<file path="config.mk">
export PLATFORM = sky130hd
export DESIGN_NAME = sar_host
export DESIGN_NICKNAME = d
export VERILOG_FILES = /design/src/logic/sar_fifo.sv /design/src/logic/sar_pkg.sv /design/src/logic/sar_host.sv
export SDC_FILE = /design/constraint.sdc
export NUM_CORES = 1
export LEC_CHECK = 0
export ABC_CLOCK_PERIOD_IN_PS = 4570
export BUFFER_PORTS_ARGS = -buffer_cell sky130_fd_sc_hd__buf_2
export CAP_MARGIN = 20
export CORE_ASPECT_RATIO = 2
export CORE_UTILIZATION = 35
export CTS_CLUSTER_DIAMETER = 80
export DETAILED_ROUTE_END_ITERATION = 10
export GPL_TIMING_DRIVEN = 0
export PLACE_DENSITY = 0.58
export SYNTH_ARGS = -nofsm -noshare
export SYNTH_HDL_FRONTEND = slang
export SYNTH_SLANG_ARGS = --single-unit
export TNS_END_PERCENT = 100
</file>
<file path="constraint.sdc">
create_clock -name CLK -period 4.57 [get_ports CLK]
set_input_delay 0.2285 -clock CLK [delete_from_list [all_inputs] [get_ports CLK]]
set_output_delay 0.2285 -clock CLK [all_outputs]
set_load 0.05 [all_outputs]
</file>
<file path="src/logic/sar_fifo.sv">
/*
  Holds no code: the result FIFO is declared beside the host controller,
  so that one file carries all of the block's logic.
  Assumes nothing of its surroundings.
*/

</file>
<file path="src/logic/sar_pkg.sv">
/*
  Package for the host-side controller of a 16-bit sampling converter.
  Assumes a 100 MHz CLK; all times are converted to cycles here.
*/
package sar_pkg;
  localparam int CLK_PERIOD_NS = 10;
  localparam int DATA_W        = 16;
  // Timing figures in ns as specified
  localparam int T_CONV_MAX_NS = 610;
  localparam int T_EOC_DATA_NS = 20;
  localparam int T_CSBUSY_NS   = 50;
  localparam int T_BYTE_NS     = 50;
  localparam int T_RDLOW_NS    = 50;
  localparam int T_CVLOW_NS    = 20;
  localparam int T_ACQ_NS      = 150;
  localparam int T_ENABLE_NS   = 30;
  localparam int T_RDCONV_NS   = 50;
  // Least times round up
  localparam int CYC_CONV_WAIT = (T_CONV_MAX_NS + T_EOC_DATA_NS + CLK_PERIOD_NS - 1)
                                 / CLK_PERIOD_NS;
  localparam int CYC_CSBUSY    = (T_CSBUSY_NS + CLK_PERIOD_NS - 1) / CLK_PERIOD_NS;
  localparam int CYC_BYTE      = (T_BYTE_NS + CLK_PERIOD_NS - 1) / CLK_PERIOD_NS;
  localparam int CYC_RDLOW     = (T_RDLOW_NS + T_ENABLE_NS + CLK_PERIOD_NS - 1)
                                 / CLK_PERIOD_NS;
  localparam int CYC_CVLOW     = (T_CVLOW_NS + CLK_PERIOD_NS - 1) / CLK_PERIOD_NS;
  localparam int CYC_ACQ       = (T_ACQ_NS + CLK_PERIOD_NS - 1) / CLK_PERIOD_NS;
  localparam int CYC_RDCONV    = (T_RDCONV_NS + CLK_PERIOD_NS - 1) / CLK_PERIOD_NS;
  localparam int CNT_W         = 8;
  localparam logic [DATA_W-1:0] RESULT_RST = 16'h0000;

  typedef struct packed {
    logic cs_n;
    logic rd_n;
    logic conversion_start_n;
    logic byte_sel;
    logic reset_n;
  } sar_pins_t;

  typedef enum logic [9:0] {
    S_IDLE   = 10'h001,
    S_SELECT = 10'h002,
    S_ACQ    = 10'h004,
    S_CVLOW  = 10'h008,
    S_WAIT   = 10'h010,
    S_GUARD  = 10'h020,
    S_RD     = 10'h040,
    S_RDHI   = 10'h080,
    S_BYTE   = 10'h100,
    S_DESEL  = 10'h200
  } sar_state_t;
endpackage

</file>
<file path="src/logic/sar_host.sv">
/*
  Host controller that drives the converter's select, read, start and
  byte pins, waits on busy, reads the result and queues it in a FIFO.
  Assumes the converter pins are asynchronous to CLK; busy and the data
  bus are synchronised here. Only one clock.
  The result FIFO module sits at the end of this file.
*/
`timescale 1ns/1ns
////////////////////////////////////////////////////////////////////////////////
// Notes on behaviour
// - Start falling edge ends acquisition and begins the conversion.
// - Select falling edge begins the acquisition period.
// - Second start or select fall 70..500 ns after start aborts it.
// - Host reads only after max conversion time plus 20 ns.
// - Host keeps select rises 50 ns from the busy falling edge.
// - Host spaces byte-select transitions at least 50 ns apart.
// - Reset low aborts conversion and clears output latches.
// - Select and read strobe low enable the previous result onto bus.
module sar_host #(
  parameter int DEPTH = 16,
  parameter bit BYTE_MODE = 1'b0
) (
  // Clock and reset
  input  wire logic                          CLK,
  input  wire logic                          RST,
  // User control
  input  wire logic                          START,
  input  wire logic                          ABORT,
  output logic                               ACTIVE,
  // Result stream
  output logic                               RES_VALID,
  input  wire logic                          RES_READY,
  output logic      [sar_pkg::DATA_W-1:0]    RES_DATA,
  // Converter pins
  output sar_pkg::sar_pins_t                 PINS,
  input  wire logic                          BUSY,
  input  wire logic [sar_pkg::DATA_W-1:0]    BUS_IN
);
  sar_pkg::sar_state_t state;
  logic [sar_pkg::CNT_W-1:0] cnt;
  logic [2:0]  busy_sync;
  logic [sar_pkg::DATA_W-1:0] bus_s1;
  logic [sar_pkg::DATA_W-1:0] bus_s2;
  logic [sar_pkg::DATA_W-1:0] bus_s3;
  logic [sar_pkg::DATA_W-1:0] bus_now;
  logic        busy_now;
  logic        busy_seen;
  logic        busy_fell;
  logic        second_byte;
  logic [sar_pkg::DATA_W-1:0] captured;
  logic        abort_now;
  logic        fifo_ready;
  logic        push;
  logic [sar_pkg::DATA_W-1:0] push_data;
  logic        reset_pulse;

  function automatic logic [sar_pkg::CNT_W-1:0] cyc(input int n);
    return sar_pkg::CNT_W'(n);
  endfunction

  //////////////////////////////////////////////////////////////////////////////
  // Busy is from the pin: change counts once stages two and three agree
  always_ff @(posedge CLK) begin
    if (RST) begin
      busy_sync <= 3'h0;
      busy_now  <= 1'b0;
    end else begin
      busy_sync <= {busy_sync[1:0], BUSY};
      if (busy_sync[1] == busy_sync[2]) begin
        busy_now <= busy_sync[2];
      end
    end
  end
  assign busy_fell = busy_now && (busy_sync[1] == busy_sync[2]) && !busy_sync[2];
  assign abort_now = state == sar_pkg::S_WAIT && ABORT && !busy_seen && !busy_fell;

  // Data bus from the pins: a value counts once stages two and three agree.
  // The strobe is held far longer than this lag, so the word is settled
  // well before the sequencer takes it.
  always_ff @(posedge CLK) begin
    if (RST) begin
      bus_s1  <= sar_pkg::RESULT_RST;
      bus_s2  <= sar_pkg::RESULT_RST;
      bus_s3  <= sar_pkg::RESULT_RST;
      bus_now <= sar_pkg::RESULT_RST;
    end else begin
      bus_s1 <= BUS_IN;
      bus_s2 <= bus_s1;
      bus_s3 <= bus_s2;
      if (bus_s2 == bus_s3) begin
        bus_now <= bus_s3;
      end
    end
  end

  //////////////////////////////////////////////////////////////////////////////
  // Sequencer
  always_ff @(posedge CLK) begin
    if (RST) begin
      state       <= sar_pkg::S_IDLE;
      cnt         <= '0;
      busy_seen   <= 1'b0;
      second_byte <= 1'b0;
      reset_pulse <= 1'b1;
    end else begin
      reset_pulse <= 1'b0;
      cnt <= (cnt == '0) ? '0 : cnt - 1'b1;
      unique case (state)
        sar_pkg::S_IDLE: begin
          // New conversion only from idle, so busy has already fallen
          if (START && !reset_pulse) begin
            state <= sar_pkg::S_SELECT;
          end
        end
        sar_pkg::S_SELECT: begin
          state <= sar_pkg::S_ACQ;
          cnt   <= cyc(sar_pkg::CYC_ACQ);
        end
        sar_pkg::S_ACQ: begin
          if (cnt == '0) begin
            state <= sar_pkg::S_CVLOW;
            cnt   <= cyc(sar_pkg::CYC_CVLOW);
          end
        end
        sar_pkg::S_CVLOW: begin
          if (cnt == '0) begin
            state     <= sar_pkg::S_WAIT;
            busy_seen <= 1'b0;
            cnt       <= cyc(sar_pkg::CYC_CONV_WAIT);
          end
        end
        sar_pkg::S_WAIT: begin
          if (busy_fell) begin
            busy_seen <= 1'b1;
          end
          if (abort_now) begin
            // Abort by reset pulse; avoids timing a 70..500 ns window.
            // Once busy has fallen the result is read instead, so select
            // never rises right on the heels of the busy edge.
            state       <= sar_pkg::S_DESEL;
            reset_pulse <= 1'b1;
            cnt         <= cyc(sar_pkg::CYC_CSBUSY);
          end else if (cnt == '0 && (busy_seen || busy_fell)) begin
            state <= sar_pkg::S_GUARD;
            cnt   <= cyc(sar_pkg::CYC_CSBUSY);
          end
        end
        sar_pkg::S_GUARD: begin
          if (cnt == '0) begin
            state       <= sar_pkg::S_RD;
            second_byte <= 1'b0;
            cnt         <= cyc(sar_pkg::CYC_RDLOW);
          end
        end
        sar_pkg::S_RD: begin
          if (cnt == '0) begin
            if (BYTE_MODE && !second_byte) begin
              state <= sar_pkg::S_BYTE;
              cnt   <= cyc(sar_pkg::CYC_BYTE);
            end else begin
              state <= sar_pkg::S_RDHI;
              cnt   <= cyc(sar_pkg::CYC_RDCONV);
            end
          end
        end
        sar_pkg::S_BYTE: begin
          // Strobe high while byte select flips, then hold off
          if (cnt == '0) begin
            state       <= sar_pkg::S_RD;
            second_byte <= 1'b1;
            cnt         <= cyc(sar_pkg::CYC_RDLOW);
          end
        end
        sar_pkg::S_RDHI: begin
          // Select stays low until fifo can take the word
          if (cnt == '0 && fifo_ready) begin
            state <= sar_pkg::S_DESEL;
            cnt   <= cyc(sar_pkg::CYC_RDCONV);
          end
        end
        sar_pkg::S_DESEL: begin
          if (cnt == '0) begin
            state <= sar_pkg::S_IDLE;
          end
        end
        default: begin
          state <= sar_pkg::S_IDLE;
        end
      endcase
    end
  end

  // The word is taken at the end of each strobe, while the bus is still
  // driven; once the strobe rises the lines float and must not be read.
  always_ff @(posedge CLK) begin
    if (RST) begin
      captured <= sar_pkg::RESULT_RST;
    end else if (state == sar_pkg::S_RD && cnt == '0) begin
      if (BYTE_MODE && second_byte) begin
        // Lower lines read as ones in byte mode and are discarded
        captured[7:0] <= bus_now[15:8];
      end else begin
        captured <= bus_now;
      end
    end
  end

  assign push      = state == sar_pkg::S_RDHI && cnt == '0 && fifo_ready;
  assign push_data = captured;

  //////////////////////////////////////////////////////////////////////////////
  // Pins driven from flops
  always_ff @(posedge CLK) begin
    if (RST) begin
      PINS <= '{cs_n: 1'b1, rd_n: 1'b1, conversion_start_n: 1'b1,
                byte_sel: 1'b0, reset_n: 1'b0};
    end else begin
      PINS.reset_n  <= !(reset_pulse || abort_now);
      PINS.cs_n     <= state inside {sar_pkg::S_IDLE, sar_pkg::S_DESEL};
      PINS.conversion_start_n <= state != sar_pkg::S_CVLOW;
      PINS.rd_n     <= state != sar_pkg::S_RD;
      PINS.byte_sel <= BYTE_MODE && (state == sar_pkg::S_RD || state == sar_pkg::S_BYTE)
                       ? (state == sar_pkg::S_BYTE || second_byte) : 1'b0;
    end
  end

  assign ACTIVE = state != sar_pkg::S_IDLE;

  sar_fifo #(
    .WIDTH (sar_pkg::DATA_W),
    .DEPTH (DEPTH)
  ) u_fifo (
    .clk       (CLK),
    .rst       (RST),
    .in_valid  (push),
    .in_ready  (fifo_ready),
    .in_data   (push_data),
    .out_valid (RES_VALID),
    .out_ready (RES_READY),
    .out_data  (RES_DATA)
  );
endmodule

////////////////////////////////////////////////////////////////////////////////
// Result queue: synchronous, valid and ready on both sides
module sar_fifo #(
  parameter int WIDTH = 16,
  parameter int DEPTH = 16
) (
  // Clock and reset
  input  wire logic             clk,
  input  wire logic             rst,
  // Fill side
  input  wire logic             in_valid,
  output logic                  in_ready,
  input  wire logic [WIDTH-1:0] in_data,
  // Drain side
  output logic                  out_valid,
  input  wire logic             out_ready,
  output logic      [WIDTH-1:0] out_data
);
  localparam int AW = $clog2(DEPTH);
  logic [WIDTH-1:0] mem [DEPTH];
  logic [AW-1:0]    wr_ptr;
  logic [AW-1:0]    rd_ptr;
  logic [AW:0]      count;
  logic             push;
  logic             pop;

  assign in_ready  = count != (AW+1)'(DEPTH);
  assign out_valid = count != '0;
  assign push      = in_valid && in_ready;
  assign pop       = out_valid && out_ready;
  assign out_data  = mem[rd_ptr];

  always_ff @(posedge clk) begin
    if (push) begin
      mem[wr_ptr] <= in_data;
    end
  end

  always_ff @(posedge clk) begin
    if (rst) begin
      wr_ptr <= '0;
      rd_ptr <= '0;
      count  <= '0;
    end else begin
      if (push) begin
        wr_ptr <= (wr_ptr == AW'(DEPTH-1)) ? '0 : wr_ptr + 1'b1;
      end
      if (pop) begin
        rd_ptr <= (rd_ptr == AW'(DEPTH-1)) ? '0 : rd_ptr + 1'b1;
      end
      count <= count + (AW+1)'(push) - (AW+1)'(pop);
    end
  end
endmodule

</file>
==> reports/summary.json <==
{
  "cts.htree.levels": {"value": 1},
  "clock-sinks": {"value": 380},
  "number_of_hold_violations_in_the_final_report": {"value": 0},
  "postSynthNetCount": {"value": 942},
  "ir_drop": {"value": 0.294, "unit": "mV"},
  "worst_hold_path_type": {"value": "in -> reg"},
  "synth_area_per_inst": {"value": 16.2, "unit": "sq um"},
  "kind_of_end_point_of_the_critical_path": {"value": "primary output"},
  "synth_mux_area_share": {"value": 13.5, "unit": "%"},
  "die-height": {"value": 292, "unit": "um"},
  "layout_commonest_cell": {"value": "edfxtp_1"},
  "fin_skew": {"value": 22.5, "unit": "ps"},
  "post_cts_resize_count": {"value": 0},
  "placement.setup.worst_slack": {"value": 1440, "unit": "ps"},
  "detail-route-antenna-nets": {"value": 0},
  "run_status": {"value": "finished, final reports clean"},
  "gp_congestion": {"value": 0.863},
  "post_route_cells_drive_above_1_share": {"value": 23.3, "unit": "%"},
  "critical_path.startpoint_type": {"value": "flip-flop"},
  "num_rows": {"value": 105},
  "yosys_warnings": {"value": 0},
  "globalRoute.totalOverflow": {"value": 0},
  "design.die.area": {"value": 0.0429, "unit": "sq mm"},
  "synth_compound_area_share": {"value": 3.52, "unit": "%"},
  "drt-pass1-iter-count": {"value": 4},
  "synth_edf_count": {"value": 256},
  "post_synth_num_cell_types": {"value": 69},
  "placed_area": {"value": 0.0160, "unit": "sq mm"},
  "postSynth.asyncResetShare": {"value": 0, "unit": "%"},
  "wire_length_of_the_first_global_routing_pass": {"value": 49.9, "unit": "mm"},
  "power.leakage": {"value": 0.00561, "unit": "uW"},
  "setup_viol": {"value": 0},
  "synth-xor-area-share": {"value": 1.85, "unit": "%"},
  "floorplan.die.width": {"value": 147, "unit": "um"},
  "synth.top_cells.by_area": {"value": "edfxtp_1 (52%), dfxtp_1 (17%), mux4_2 (12%), nor2b_1 (2.3%), nand2_1 (1.5%)"},
  "worstPathMaxFanout": {"value": 10},
  "final_cell_mix": {"value": "edfxtp_1 (256), dfxtp_1 (124), mux4_2 (80)"},
  "timing.max_slew.rel_slack": {"value": 32.5, "unit": "%"},
  "fillCellCount": {"value": 3752},
  "globalRouteTotalUtil": {"value": 15.6, "unit": "%"},
  "synth_fa_ha_area_share": {"value": 1.16, "unit": "%"},
  "final_period_util": {"value": 74.8, "unit": "%"},
  "ys_dominant_reg_cell": {"value": "edfxtp_1"},
  "cells_traversed_along_the_worst_timing_path": {"value": "clkbuf_1, clkbuf_1, mux4_2, mux4_2, buf_2"},
  "yosysTopAreaCellShare": {"value": 52.2, "unit": "%"},
  "max-clock-path-buffers": {"value": 3},
  "clock_insertion_delay_worst_skew": {"value": 580, "unit": "ps"},
  "worstHoldStart": {"value": "RES_READY"},
  "vias_in_the_first_global_route": {"value": 8338},
  "arr_time_crit_path": {"value": 3190, "unit": "ps"},
  "cts.clk_slew.worst_paths": {"value": 70, "unit": "ps"},
  "synth_top_family_by_area": {"value": "multiplexers"},
  "tritoncts_clock_tree": {"value": "built"},
  "maxSlewViolCount": {"value": 0},
  "post_dr_wirelength_cell": {"value": 20.6, "unit": "um"},
  "timing.rr.start": {"value": "state[3]$_SDFFE_PP0P_"},
  "yosys.area.top_type": {"value": "edfxtp_1"},
  "yosys.area_share.simple": {"value": 8.74, "unit": "%"},
  "drv.max_cap_violation_count": {"value": 0},
  "first_iter_violations": {"value": 377},
  "floorplan.core_area": {"value": 0.0413, "unit": "sq mm"},
  "tightestPinTransition": {"value": 1000, "unit": "ps"},
  "nNetsFinal": {"value": 1055},
  "detail_route.wirelength": {"value": 32.5, "unit": "mm"},
  "fmax": {"value": 292, "unit": "MHz"},
  "portion_of_the_post_synthesis_area_used_by_sequential_elements": {"value": 69.1, "unit": "%"},
  "fin_crit": {"value": 3420, "unit": "ps"},
  "pin_count_of_the_biggest_net_entering_global_routing": {"value": 18},
  "cts-buffers-inserted": {"value": 31},
  "cellPowerDensity": {"value": 471, "unit": "mW/mm^2"},
  "number_of_vias_per_cell": {"value": 4.97},
  "syn-instance-count": {"value": 907},
  "critical_path.max_stage_delay": {"value": 720, "unit": "ps"},
  "antenna_violations_before_repair": {"value": 0},
  "port_buffers": {"value": 42},
  "flow.area_growth_from_synthesis": {"value": 16.5, "unit": "%"},
  "detailroute.via_count": {"value": 7851},
  "crit_slowest_cell": {"value": "clkbuf_1"},
  "grt_setup_unrepaired": {"value": "false"},
  "post-route-drc-count": {"value": 0},
  "timing.final.ws_setup": {"value": 1150, "unit": "ps"},
  "post_cts_buffers": {"value": 0},
  "synthesis.area": {"value": 0.0147, "unit": "sq mm"},
  "worst-endpoint-required": {"value": 4340, "unit": "ps"},
  "cts_root_buf": {"value": "clkbuf_16"},
  "crit_type": {"value": "reg -> out"},
  "ant_cells": {"value": 0},
  "hold_buffers": {"value": 17},
  "design.portCount": {"value": 45},
  "start_util": {"value": 35.7, "unit": "%"},
  "timing.setup.tns": {"value": 0, "unit": "ps"},
  "postLayoutCellArea": {"value": 0.0171, "unit": "sq mm"},
  "dp.final_hpwl": {"value": 23.4, "unit": "mm"},
  "synth_seq_cells": {"value": 380}
}
worst paths after layout:
kind	endpoint	slack (ps)	cells after the start
worst max-delay path	RES_DATA[3]	1150	5
worst min-delay path	u_fifo.rd_ptr[1]$_SDFFE_PP0N_	90	4
worst max register to register	u_fifo.mem[3][4]$_DFFE_PP_	1440	8
worst min register to register	PINS[0]$_SDFF_PP0_	420	1
synthesized netlist by cell type, drive strengths merged, types with 3 or more instances:
library cell,number
o31ai,3
dfxtp,124
nand3,8
nor3,20
o211ai,4
o21ai,15
or2,3
mux4,80
or3,3
nand4,7
inv,14
xnor2,20
o21a,3
clkbuf,27
or4b,3
nand2b,6
nor3b,3
nor4,5
ha,12
and2,3
edfxtp,256
mux2i,18
a211oi,3
buf,21
nor2b,53
nand2,60
xor2,11
nor2,50
a21oi,43
sequential cells by signal, indices dropped and copies added (netlist names), named ones only:
signal / count
cnt: 8
u_fifo.rd_ptr: 4
reset_pulse: 1
state: 9
busy_seen: 1
bus_s1: 16
u_fifo.count: 5
u_fifo.mem: 256
bus_s2: 16
bus_now: 16
bus_s3: 16
busy_now: 1
captured: 16
u_fifo.wr_ptr: 4
PINS: 4
busy_sync: 3
layer usage:
layer	track usage (%)	routed length, um
met3	1.73	1080
met2	32.1	19300
met1	15.6	11200
met4	5.66	985
met5	0	0
report_power, final:
group          internal [uW]  switching [uW]
registers               3720            73.0
logic                    665             919
clock network           1510            1200
final cells by class:
class / count / area [sq um] / area share, %
multi-input cells: 465 / 4280 / 25.0
plain buffers: 48 / 259 / 1.51
flip-flops and latches: 380 / 10200 / 59.3
clock buffers: 41 / 833 / 4.86
well taps: 535 / 669 / 3.91
repair buffers: 80 / 691 / 4.03
inverters: 14 / 52.6 / 0.307
clock inverters: 17 / 184 / 1.07
cell families (layout without fill, tap and decap cells):
group                    after synthesis  count (layout)
AND/OR/NAND/NOR                      235             235
multiplexers                          98              98
buffers and inverters                 62             200
other                                  1               1
XOR/XNOR                              31              31
flip-flops                           380             380
AO/OA/AOI/OAI                         87              87
adder cells (fa/ha/maj)               13              13
per-stage QoR:
stage | power (uW) | hold WS [ps] | utilization [%] | cells
after global placement | 5460 | 398 | 37.8 | 1484
final | 8070 | 85.8 | 41.5 | 1580
after floorplan | 5070 | 357 | - | 907
after global routing | 8400 | 85.3 | 41.5 | 1580
after detailed placement | 5480 | 403 | 38.7 | 1505
after CTS | 8180 | 82.4 | 41.5 | 1580
worst max-delay path: cells and delay by family, from the launching register on:
kind                   cells  cell delay, ps
flip-flops                 1             310
multiplexers               2             960
buffers and inverters      3            1360
(Power assumes the default switching activity.)
